File: config.mk
export PLATFORM = sky130hd
export DESIGN_NAME = rxq_regs
export DESIGN_NICKNAME = d
export VERILOG_FILES = /design/src/rxq_pkg.sv /design/src/rxq_src_if.sv /design/src/rxq_src.sv /design/src/rxq_regs.sv
export SDC_FILE = /design/constraint.sdc
export NUM_CORES = 1
export LEC_CHECK = 0
export BUFFER_PORTS_ARGS = -buffer_cell sky130_fd_sc_hd__clkbuf_2
export CORE_MARGIN = 3
export CORE_UTILIZATION = 40
export DETAILED_ROUTE_END_ITERATION = 10
export PLACE_DENSITY_LB_ADDON = 0.3
export RECOVER_POWER = 100
export REMOVE_ABC_BUFFERS = 1
export SLEW_MARGIN = 20
export SYNTH_ARGS = -nofsm -noshare
export SYNTH_HDL_FRONTEND = slang
export SYNTH_HIERARCHICAL = 1
export SYNTH_SLANG_ARGS = --single-unit
File: constraint.sdc
create_clock -name sys_clk -period 3.35 [get_ports sys_clk]
set_input_delay 0.5025 -clock sys_clk [delete_from_list [all_inputs] [get_ports sys_clk]]
set_output_delay 0.5025 -clock sys_clk [all_outputs]
set_load 0.01 [all_outputs]
File: src/rxq_pkg.sv
// Constants for the receive acceptance and event queue register bank
package rxq_pkg;
	// Register window offsets (byte addresses)
	localparam logic [11:0] OFF_ISQ = 12'h120;
	localparam logic [11:0] OFF_ISQ_IO = 12'h008;
	localparam logic [11:0] OFF_RX_EVT = 12'h124;
	localparam logic [11:0] OFF_TX_EVT = 12'h128;
	localparam logic [11:0] OFF_BUF_EVT = 12'h12c;
	localparam logic [11:0] OFF_MISS = 12'h130;
	localparam logic [11:0] OFF_COL = 12'h132;
	localparam logic [11:0] OFF_TX_CMD = 12'h108;
	localparam logic [11:0] OFF_LINE_ST = 12'h134;
	localparam logic [11:0] OFF_SELF_ST = 12'h136;
	localparam logic [11:0] OFF_BUS_ST = 12'h138;
	// Read/write configuration and control registers, by slot
	localparam int NUM_CFG = 8;
	localparam logic [11:0] CFG_OFF [NUM_CFG] = '{12'h102, 12'h104, 12'h106, 12'h10a,
		12'h112, 12'h114, 12'h116, 12'h118};
	localparam logic [5:0] CFG_NUM [NUM_CFG] = '{6'h03, 6'h05, 6'h07, 6'h0b,
		6'h13, 6'h15, 6'h17, 6'h19};
	localparam int SLOT_RX_CFG = 0;
	localparam int SLOT_RX_CTL = 1;
	localparam int SLOT_TX_CFG = 2;
	localparam int SLOT_BUF_CFG = 3;
	localparam int SLOT_BUS_CTL = 6;
	localparam logic [9:0] CFG_RST = 10'h000;
	// Register numbers in the low six bits
	localparam logic [5:0] NUM_RX_EVT = 6'h04;
	localparam logic [5:0] NUM_TX_EVT = 6'h08;
	localparam logic [5:0] NUM_BUF_EVT = 6'h0c;
	localparam logic [5:0] NUM_MISS = 6'h10;
	localparam logic [5:0] NUM_COL = 6'h12;
	localparam logic [5:0] NUM_TX_CMD = 6'h09;
	localparam logic [5:0] NUM_LINE_ST = 6'h14;
	localparam logic [5:0] NUM_SELF_ST = 6'h16;
	localparam logic [5:0] NUM_BUS_ST = 6'h18;
	// Word layout: number in bits 5-0, contents in bits F-6
	localparam int NUM_LSB = 0;
	localparam int CONT_LSB = 6;
	localparam logic [15:0] ISQ_RST = 16'h0000;
	localparam logic [9:0] CONT_RST = 10'h000;
	// Upper-field bit positions (register bit minus six)
	localparam int B_OVERSIZE = 8;
	localparam int B_UNDERSIZE = 7;
	localparam int B_BAD_CHECK = 6;
	localparam int B_ALL_STATIONS = 5;
	localparam int B_OWN_ADDR = 4;
	localparam int B_GROUP = 3;
	localparam int B_HASHED = 3;
	localparam int B_GOOD = 2;
	localparam int B_EVERYTHING = 1;
	localparam int B_DRIBBLE = 1;
	localparam int B_OWN_HASH = 0;
	localparam int B_SWINT = 0;
	localparam int B_MISS_OVF_EN = 7;
	localparam int B_COL_OVF_EN = 6;
	localparam int B_IRQ_ENABLE = 9;
	localparam logic [9:0] BUF_IRQ_MASK = 10'h23e;
	localparam logic [9:0] CNT_OVF_AT = 10'h1ff;
	localparam int NUM_EVT_SRC = 3;
endpackage : rxq_pkg

File: src/rxq_src_if.sv
// Signals between the bank and one event source register
`timescale 1ns/10ps
interface rxq_src_if;
	logic [9:0] set_bits; // Event bits to set
	logic hit; // Enabled event occurred
	logic clr; // Host read clears the source
	logic [9:0] contents; // Current event bits
	logic pending; // Waiting in the status queue
	modport ctl (output set_bits, output hit, output clr, input contents, input pending);
	modport src (input set_bits, input hit, input clr, output contents, output pending);
endinterface : rxq_src_if

File: src/rxq_src.sv
// One read-to-clear event register with its queue pending flag
`timescale 1ns/10ps
module rxq_src (
	input wire logic sys_clk, // System clock
	input wire logic sys_rst, // Synchronous reset, high
	rxq_src_if.src sif // Set, clear and contents
);
	logic [9:0] cont_ff; // Event bits
	logic [9:0] nxt_cont; // Next event bits
	logic pend_ff; // Queue pending
	logic nxt_pend; // Next queue pending

	// Set wins over a clearing read in the same cycle
	always_comb begin
		nxt_cont = (sif.clr ? rxq_pkg::CONT_RST : cont_ff) | sif.set_bits; // RULE12
		nxt_pend = (sif.clr ? 1'b0 : pend_ff) | sif.hit; // RULE13
	end

	// Register the source
	always_ff @(posedge sys_clk) begin
		if (sys_rst) begin
			cont_ff <= rxq_pkg::CONT_RST;
			pend_ff <= 1'b0;
		end else begin
			cont_ff <= nxt_cont;
			pend_ff <= nxt_pend;
		end
	end

	assign sif.contents = cont_ff;
	assign sif.pending = pend_ff;
endmodule : rxq_src

File: src/rxq_regs.sv
// Receive acceptance controls, event registers and interrupt status queue
// Summary of operation
// RULE1: Nine acceptance bits held in receive control
// RULE2: Kept frame goes to buffer or DMA
// RULE3: Acceptance and interrupt enable act independently
// RULE4: Enabled, unaccepted class interrupts, discards, length zero
// RULE5: Five bits filter by destination address
// RULE6: Queue word: number low six, contents above
// RULE7: Enabled event sets bits, queues, raises interrupt
// RULE8: Queue sources: receive, transmit, buffer, two counters
// RULE9: Queue readable at 120h and I/O 0008h
// RULE10: Queue reads zero after reset
// RULE11: Queue is read-only in both modes
// RULE12: Event bits set regardless of interrupt enable
// RULE13: Reading an event register clears it
// RULE14: Empty queue reads zero, interrupt released
// RULE15: Host rereads queue until zero word
`timescale 1ns/10ps
module rxq_regs (
	input wire logic sys_clk, // System clock, 100 MHz
	input wire logic sys_rst, // Synchronous reset, high
	input wire logic host_rd, // Read strobe, one cycle
	input wire logic host_wr, // Write strobe, one cycle
	input wire logic host_io, // Access through the I/O window
	input wire logic [11:0] host_addr, // Byte offset in the window
	input wire logic [15:0] host_wdata, // Write data
	output logic [15:0] host_rdata_ff, // Read data
	output logic host_rvalid_ff, // Read data valid pulse
	input wire logic rx_frame_done, // Frame end pulse from receiver
	input wire logic rx_oversize, // Frame too long
	input wire logic rx_undersize, // Frame too short
	input wire logic rx_bad_check, // Checksum failed
	input wire logic rx_dest_all, // Broadcast destination
	input wire logic rx_dest_own, // Own individual address
	input wire logic rx_dest_group, // Multicast destination
	input wire logic rx_dest_hash, // Hash filter match
	input wire logic rx_dribble, // Dribble bits seen
	input wire logic rx_dma_sel, // Receive path uses DMA
	input wire logic [9:0] tx_event_set, // Transmit event pulses, bits F-6
	input wire logic [9:0] buf_event_set, // Buffer event pulses, bits F-6
	input wire logic miss_inc, // Missed frame pulse
	input wire logic col_inc, // Collision pulse
	output logic irq_ff, // Interrupt request, high
	output logic rx_to_buffer_ff, // Frame kept in on-chip buffer
	output logic rx_to_dma_ff, // Frame kept through DMA
	output logic rx_len_zero_ff // Frame discarded, length zero
);
	logic [9:0] cfg_ff [rxq_pkg::NUM_CFG]; // Upper fields of config registers
	logic [9:0] nxt_cfg [rxq_pkg::NUM_CFG]; // Next config fields
	logic [9:0] miss_cnt_ff; // Missed frame counter
	logic [9:0] nxt_miss_cnt; // Next missed frame count
	logic [9:0] col_cnt_ff; // Collision counter
	logic [9:0] nxt_col_cnt; // Next collision count
	logic miss_pend_ff; // Missed counter overflow queued
	logic nxt_miss_pend; // Next missed overflow flag
	logic col_pend_ff; // Collision counter overflow queued
	logic nxt_col_pend; // Next collision overflow flag
	logic [15:0] nxt_rdata; // Next read data
	logic nxt_irq; // Next interrupt level
	logic nxt_to_buf; // Next buffer keep
	logic nxt_to_dma; // Next DMA keep
	logic nxt_len_zero; // Next discard flag
	logic [rxq_pkg::NUM_EVT_SRC-1:0] evt_clr; // Clear per event source
	logic [rxq_pkg::NUM_EVT_SRC-1:0] evt_pend; // Pending per event source
	logic [9:0] evt_cont [rxq_pkg::NUM_EVT_SRC]; // Contents per event source
	logic [9:0] evt_set [rxq_pkg::NUM_EVT_SRC]; // Set bits per event source
	logic [rxq_pkg::NUM_EVT_SRC-1:0] evt_hit; // Enabled hit per event source
	logic miss_clr; // Read clears missed counter
	logic col_clr; // Read clears collision counter
	logic isq_hit; // Access addresses the queue
	logic rx_good; // Frame had no error
	logic addr_ok; // Destination passes the filter
	logic class_ok; // Every class the frame shows, good included, allowed
	logic rx_keep; // Frame is kept
	logic swint; // Software interrupt request
	logic [9:0] rx_ctl; // Receive acceptance bits
	logic [9:0] rx_cfg; // Receive interrupt enables
	logic queue_empty; // No source waiting in the queue

	assign rx_ctl = cfg_ff[rxq_pkg::SLOT_RX_CTL]; // RULE1
	assign rx_cfg = cfg_ff[rxq_pkg::SLOT_RX_CFG];
	assign rx_good = !rx_oversize && !rx_undersize && !rx_bad_check;
	assign queue_empty = !(|evt_pend) && !miss_pend_ff && !col_pend_ff; // RULE14
	assign isq_hit = host_io ? (host_addr == rxq_pkg::OFF_ISQ_IO) : // RULE9
		(host_addr == rxq_pkg::OFF_ISQ);
	assign swint = host_wr && !host_io && (host_addr == rxq_pkg::CFG_OFF[rxq_pkg::SLOT_BUF_CFG])
		&& (host_wdata[5:0] == rxq_pkg::CFG_NUM[rxq_pkg::SLOT_BUF_CFG])
		&& host_wdata[rxq_pkg::CONT_LSB + rxq_pkg::B_SWINT];

	// Acceptance decision, separate from interrupt enables
	always_comb begin
		addr_ok = rx_ctl[rxq_pkg::B_EVERYTHING] // RULE5
			|| (rx_dest_all && rx_ctl[rxq_pkg::B_ALL_STATIONS])
			|| (rx_dest_own && rx_ctl[rxq_pkg::B_OWN_ADDR])
			|| (rx_dest_group && rx_ctl[rxq_pkg::B_GROUP])
			|| (rx_dest_hash && rx_ctl[rxq_pkg::B_OWN_HASH]);
		class_ok = (!rx_oversize || rx_ctl[rxq_pkg::B_OVERSIZE]) // RULE3
			&& (!rx_undersize || rx_ctl[rxq_pkg::B_UNDERSIZE])
			&& (!rx_bad_check || rx_ctl[rxq_pkg::B_BAD_CHECK])
			&& (!rx_good || rx_ctl[rxq_pkg::B_GOOD]);
		rx_keep = rx_frame_done && addr_ok && class_ok;
		nxt_to_buf = rx_keep && !rx_dma_sel; // RULE2
		nxt_to_dma = rx_keep && rx_dma_sel;
		nxt_len_zero = rx_frame_done && !rx_keep; // RULE4
	end

	// Event bits and enabled hits for the three event sources
	always_comb begin
		evt_set[0] = 10'h000;
		if (rx_frame_done) begin
			evt_set[0][rxq_pkg::B_OVERSIZE] = rx_oversize; // RULE12
			evt_set[0][rxq_pkg::B_UNDERSIZE] = rx_undersize;
			evt_set[0][rxq_pkg::B_BAD_CHECK] = rx_bad_check;
			evt_set[0][rxq_pkg::B_ALL_STATIONS] = rx_dest_all;
			evt_set[0][rxq_pkg::B_OWN_ADDR] = rx_dest_own;
			evt_set[0][rxq_pkg::B_HASHED] = rx_dest_hash;
			evt_set[0][rxq_pkg::B_GOOD] = rx_good;
			evt_set[0][rxq_pkg::B_DRIBBLE] = rx_dribble;
			evt_set[0][rxq_pkg::B_OWN_HASH] = rx_good && rx_dest_hash
				&& rx_ctl[rxq_pkg::B_OWN_HASH];
		end
		evt_hit[0] = rx_frame_done && ( // RULE4
			(rx_oversize && rx_cfg[rxq_pkg::B_OVERSIZE])
			|| (rx_undersize && rx_cfg[rxq_pkg::B_UNDERSIZE])
			|| (rx_bad_check && rx_cfg[rxq_pkg::B_BAD_CHECK])
			|| (rx_good && rx_cfg[rxq_pkg::B_GOOD]));
		evt_set[1] = tx_event_set;
		evt_hit[1] = |(tx_event_set & cfg_ff[rxq_pkg::SLOT_TX_CFG]);
		evt_set[2] = buf_event_set;
		evt_set[2][rxq_pkg::B_SWINT] = buf_event_set[rxq_pkg::B_SWINT] || swint;
		evt_hit[2] = |(buf_event_set & cfg_ff[rxq_pkg::SLOT_BUF_CFG]
			& rxq_pkg::BUF_IRQ_MASK) || swint;
	end

	// One event source register per receive, transmit and buffer
	generate
		for (genvar gi = 0; gi < rxq_pkg::NUM_EVT_SRC; gi++) begin : g_src
			rxq_src_if sif ();
			assign sif.set_bits = evt_set[gi];
			assign sif.hit = evt_hit[gi]; // RULE7
			assign sif.clr = evt_clr[gi];
			assign evt_cont[gi] = sif.contents;
			assign evt_pend[gi] = sif.pending;
			rxq_src u_src (
				.sys_clk(sys_clk),
				.sys_rst(sys_rst),
				.sif(sif.src)
			);
		end
	endgenerate

	// Host read: queue selection, clears and read data
	always_comb begin
		evt_clr = '0;
		miss_clr = 1'b0;
		col_clr = 1'b0;
		nxt_rdata = 16'h0000;
		if (host_rd && isq_hit) begin
			// Fixed priority among pending sources; empty queue reads zero
			if (evt_pend[0]) begin // RULE8
				nxt_rdata = {evt_cont[0], rxq_pkg::NUM_RX_EVT}; // RULE6
				evt_clr[0] = 1'b1;
			end else if (evt_pend[1]) begin
				nxt_rdata = {evt_cont[1], rxq_pkg::NUM_TX_EVT};
				evt_clr[1] = 1'b1;
			end else if (evt_pend[2]) begin
				nxt_rdata = {evt_cont[2], rxq_pkg::NUM_BUF_EVT};
				evt_clr[2] = 1'b1;
			end else if (miss_pend_ff) begin
				nxt_rdata = {miss_cnt_ff, rxq_pkg::NUM_MISS};
				miss_clr = 1'b1;
			end else if (col_pend_ff) begin
				nxt_rdata = {col_cnt_ff, rxq_pkg::NUM_COL};
				col_clr = 1'b1;
			end else begin
				nxt_rdata = rxq_pkg::ISQ_RST; // RULE14
			end
		end else if (host_rd && !host_io) begin
			// Direct reads of the register window
			unique case (host_addr)
				rxq_pkg::OFF_RX_EVT: begin
					nxt_rdata = {evt_cont[0], rxq_pkg::NUM_RX_EVT};
					evt_clr[0] = 1'b1; // RULE13
				end
				rxq_pkg::OFF_TX_EVT: begin
					nxt_rdata = {evt_cont[1], rxq_pkg::NUM_TX_EVT};
					evt_clr[1] = 1'b1;
				end
				rxq_pkg::OFF_BUF_EVT: begin
					nxt_rdata = {evt_cont[2], rxq_pkg::NUM_BUF_EVT};
					evt_clr[2] = 1'b1;
				end
				rxq_pkg::OFF_MISS: begin
					nxt_rdata = {miss_cnt_ff, rxq_pkg::NUM_MISS};
					miss_clr = 1'b1;
				end
				rxq_pkg::OFF_COL: begin
					nxt_rdata = {col_cnt_ff, rxq_pkg::NUM_COL};
					col_clr = 1'b1;
				end
				rxq_pkg::OFF_TX_CMD: nxt_rdata = {10'h000, rxq_pkg::NUM_TX_CMD};
				rxq_pkg::OFF_LINE_ST: nxt_rdata = {10'h000, rxq_pkg::NUM_LINE_ST};
				rxq_pkg::OFF_SELF_ST: nxt_rdata = {10'h000, rxq_pkg::NUM_SELF_ST};
				rxq_pkg::OFF_BUS_ST: nxt_rdata = {10'h000, rxq_pkg::NUM_BUS_ST};
				default: begin
					for (int i = 0; i < rxq_pkg::NUM_CFG; i++) begin
						if (host_addr == rxq_pkg::CFG_OFF[i]) begin
							nxt_rdata = {cfg_ff[i], rxq_pkg::CFG_NUM[i]};
						end
					end
				end
			endcase
		end
	end

	// Config writes need the matching number in the low bits; queue ignores writes
	always_comb begin
		for (int i = 0; i < rxq_pkg::NUM_CFG; i++) begin
			nxt_cfg[i] = cfg_ff[i];
			if (host_wr && !host_io && (host_addr == rxq_pkg::CFG_OFF[i])
				&& (host_wdata[5:0] == rxq_pkg::CFG_NUM[i])) begin // RULE11
				nxt_cfg[i] = host_wdata[15:6];
			end
		end
		// Software interrupt bit acts once and reads back clear
		nxt_cfg[rxq_pkg::SLOT_BUF_CFG][rxq_pkg::B_SWINT] = 1'b0;
	end

	// Counters with overflow reports; a count wins over a clearing read
	always_comb begin
		nxt_miss_cnt = (miss_clr ? 10'h000 : miss_cnt_ff) + {9'h000, miss_inc};
		nxt_col_cnt = (col_clr ? 10'h000 : col_cnt_ff) + {9'h000, col_inc};
		nxt_miss_pend = (miss_clr ? 1'b0 : miss_pend_ff) || (miss_inc && !miss_clr
			&& (miss_cnt_ff == rxq_pkg::CNT_OVF_AT)
			&& cfg_ff[rxq_pkg::SLOT_BUF_CFG][rxq_pkg::B_MISS_OVF_EN]); // RULE8
		nxt_col_pend = (col_clr ? 1'b0 : col_pend_ff) || (col_inc && !col_clr
			&& (col_cnt_ff == rxq_pkg::CNT_OVF_AT)
			&& cfg_ff[rxq_pkg::SLOT_BUF_CFG][rxq_pkg::B_COL_OVF_EN]);
	end

	// Interrupt pin follows any queued source, gated by the enable bit
	always_comb begin
		nxt_irq = cfg_ff[rxq_pkg::SLOT_BUS_CTL][rxq_pkg::B_IRQ_ENABLE] // RULE7
			&& ((|evt_pend) || miss_pend_ff || col_pend_ff); // RULE14
	end

	// Register all state
	always_ff @(posedge sys_clk) begin
		if (sys_rst) begin
			for (int i = 0; i < rxq_pkg::NUM_CFG; i++) begin
				cfg_ff[i] <= rxq_pkg::CFG_RST;
			end
			miss_cnt_ff <= rxq_pkg::CONT_RST;
			col_cnt_ff <= rxq_pkg::CONT_RST;
			miss_pend_ff <= 1'b0;
			col_pend_ff <= 1'b0;
			host_rdata_ff <= rxq_pkg::ISQ_RST; // RULE10
			host_rvalid_ff <= 1'b0;
			irq_ff <= 1'b0;
			rx_to_buffer_ff <= 1'b0;
			rx_to_dma_ff <= 1'b0;
			rx_len_zero_ff <= 1'b0;
		end else begin
			cfg_ff <= nxt_cfg;
			miss_cnt_ff <= nxt_miss_cnt;
			col_cnt_ff <= nxt_col_cnt;
			miss_pend_ff <= nxt_miss_pend;
			col_pend_ff <= nxt_col_pend;
			host_rdata_ff <= nxt_rdata;
			host_rvalid_ff <= host_rd;
			irq_ff <= nxt_irq;
			rx_to_buffer_ff <= nxt_to_buf;
			rx_to_dma_ff <= nxt_to_dma;
			rx_len_zero_ff <= nxt_len_zero;
		end
	end
endmodule : rxq_regs

==> impl_metrics.yaml <==
yosys:
  yosysTopAreaCell: "dfxtp_1"
  synthSimpleGateAreaFrac: 0.2272
  synth-seq-cells: 154
  synth-edff-count: 0
  yosys.area_share.adder: 0.006204
  ys_types: 67
  synth_top_flop_cell: "dfxtp_1"
  yosys-top-cells-area: "dfxtp_1 (38%), mux2i_1 (7.2%), a21oi_1 (5.8%)"
  syn_avg_cell_area_sq_um: 8.050
  netlist.area_leader.share: 0.3822
  synth_top_family_by_area: "simple AND/OR/NAND/NOR gates"
  async_reset_ff_frac: 0
  syn_area_sq_um: 8066
  ys_seq_area_frac: 0.3822
  syn_inst: 1002
  synth_xor_xnor_area_share: 0.01520
  synth-compound-area-share: 0.2252
  synthMuxAreaShare: 0.08314
  synth_warnings: 6
setup_path:
  r2r.worst_path.cells: 8
  required_ns: 3.71
  r2r_setup_slack_ns: 0.53
  critPathKind: "in -> reg"
  worstSetupStartpointType: "primary input"
  end_kind: "register"
  slowest_delay_ns: 0.61
  endpoint: "cfg_ff[29]"
  path_cells: "clkbuf_2, clkbuf_4, nand2b_1, nor2_1, clkbuf_2, nand3_1, clkbuf_2, nor2_1, nand2_1, a21oi_1"
  crit_path_top_delay_cell: "clkbuf_4"
  crit_start: "host_addr[2]"
  r2r_start: "miss_pend_ff"
  worstPathArrival_ns: 3.41
  r2r-end: "col_cnt_ff[4]"
  cpMostUsedCell: "clkbuf_2"
  crit_fanout: 41
layout:
  final_area_sq_um: 9233
  n_antenna_cell: 0
  drive_above_1_share: 0.1271
  multi_input_area_sq_um: 4489
  area_growth_pct: 14.46
  fillers: 2032
  fin_nets: 1135
  regArea_sq_um: 3083
timing:
  maxSlewHeadroom: 0.1143
  tightest_slew_ns: 1.329
  holdWs_ns: 0.2481
  tns_ns: 0
  maxSlewViolCount: 0
  rsz0062_at_grt: "false"
  max_freq_mhz: 327.1
  finalHoldViolations: 0
  finClkSkew_ns: 0.01214
  fin_crit_sh: 0.9127
  setup_violations: 0
  period_minus_slack_ns: 3.057
floorplan:
  start_util: 0.4104
  core-area_sq_um: 19650
  ios: 86
  row_count: 51
  die_x_um: 148.0
  fp.dieH_um: 148.0
  die-area_sq_um: 21910
global_routing:
  grt_use_met3: 0.04323
  antenna_found_initial: 0
  use_met2: 0.3791
  grt_use_total: 0.2430
  grt_max_degree: 113
  grtUsageMet1: 0.3472
  top_usage_layer: "met2"
  grt_pass1_vias: 7293
  grt_pass1_wl_um: 41750
  overflow: 0
clocking:
  cts.path.max_buffers: 2
  clockRootBuffer: "clkbuf_16"
  cts_setup_buffers: 0
  cts_hold_buffers: 0
  cts_resized: 0
  cts_tree: "built"
  clock_sinks: 154
  clk_latency_ns: 0.43
  cts_max_level: 4
  cts.clk_slew.worst_paths_ns: 0.06
  cts-buffers-inserted: 17
place:
  portBuffers: 84
  dp_hpwl_um: 19440
  placed_area_sq_um: 8802
  place_congestion: 0.8868
flow_run:
  cap_viol_max_count: 0
detailed_routing:
  drc: 0
  wl_um: 26590
  via_per_inst: 5.755
  first_iter_violations: 890
  wire_per_inst_um: 19.80
  dr.pass1.iters: 5
  vias: 7729
  ant_nets: 0
outcome:
  status: "finished, final reports clean"
power_and_ir_drop:
  p_leak_uw: 0.003469
  ir_drop_v: 0.0003182
  powerDensity_nw_per_um2: 436.8
hold_path:
  hold_path.class: "in -> reg"
[cell type report]
type / instances / share of cell area
Inverter: 44 / 0.01789
Clock buffer: 22 / 0.04919
Timing Repair Buffer: 118 / 0.06681
Tap cell: 265 / 0.03591
Multi-Input combinational cell: 731 / 0.4862
Clock inverter: 9 / 0.01003
Sequential cell: 154 / 0.3339
[power breakdown]
part	total, uW	internal (uW)	switching, uW
logic	305	105	199
registers	1900	1860	32.9
clock network	1830	1040	789
[critical path, delay by kind of cell]
kind,cells,cell delay [ns]
buf+inv,4,1.35
compound gates,1,0.14
simple gates,5,1.41
[flip-flops by register name, summed over array words and instances, names as in the netlist]
name / cells
cfg_ff: 59
col_cnt_ff: 10
col_pend_ff: 1
g_src.u_src/sif.contents: 30
g_src.u_src/sif.pending: 3
host_rdata_ff: 15
host_rvalid_ff: 1
irq_ff: 1
miss_cnt_ff: 10
miss_pend_ff: 1
rx_cfg: 10
rx_ctl: 10
rx_len_zero_ff: 1
rx_to_buffer_ff: 1
rx_to_dma_ff: 1
[logic make-up (layout without fill, tap and decap cells)]
group / count (synthesis) / count (layout)
adders and majority gates: 4 / 4
AOI/OAI and AO/OA: 288 / 288
buffers and inverters: 118 / 193
and+or+nand+nor: 357 / 357
muxes: 66 / 66
xor gates and xnor gates: 14 / 14
other: 1 / 2
DFF: 154 / 154
[Yosys cell counts, drive strengths merged, types with 8 or more instances]
master,instances
nor2b,25
nand2,72
a31oi,13
nor4,8
buf,13
a221oi,11
a22oi,24
inv,43
nand3,22
dfxtp,154
a22o,10
clkbuf,61
a21oi,96
and2,15
nor2,100
nor3,21
mux2,8
o21ai,72
xor2,13
nand2b,51
o2bb2ai,10
mux2i,58
[worst min-delay path by stage]
| stage | cells after the start | endpoint | start | slack [ns] |
|---|---|---|---|---|
| 2_1_floorplan | 2 | irq_ff | cfg_ff[19] | 0.44 |
| 3_5_place_dp | 2 | cfg_ff[26] | cfg_ff[26] | 0.47 |
| 4_1_cts | 2 | rx_to_buffer_ff | rx_dma_sel | 0.24 |
| 3_3_place_gp | 2 | cfg_ff[26] | cfg_ff[26] | 0.46 |
| 6_report | 2 | rx_to_buffer_ff | rx_dma_sel | 0.25 |
| 5_1_grt | 2 | rx_to_buffer_ff | rx_dma_sel | 0.25 |
[layer usage]
metal | part of all wire | vias to the layer above | routed length, um
met5 | 0 | - | 0
met4 | 0.020 | 0 | 545
met3 | 0.077 | 42 | 2049
met2 | 0.45 | 338 | 11950
met1 | 0.45 | 3647 | 12050
li1 | - | 3702 | -
[per-stage QoR]
step                setup WS, ns  std cells  utilization  power (uW)
finish                    0.2926       1343       0.4698        4033
global route              0.1501       1343       0.4698        4156
CTS                       0.5937       1343       0.4757        4050
detailed placement        0.2286       1312       0.4479        2240
global placement          0.3298       1312       0.4479        2239
floorplan               -0.08016        929            -        2051
[placed cells by master (no fill, tap or decap), types with 25 or more instances in the layout]
master / netlist / layout
dfxtp_1: 154 / 154
a21oi_1: 93 / 93
mux2i_1: 58 / 58
nor2_1: 100 / 100
inv_1: 43 / 43
nor2b_1: 25 / 25
clkbuf_1: 61 / 33
clkbuf_2: 0 / 64
o21ai_0: 71 / 71
nand2_1: 72 / 72
nand2b_1: 48 / 51
No activity file was read; power rests on OpenSTA's default activity.
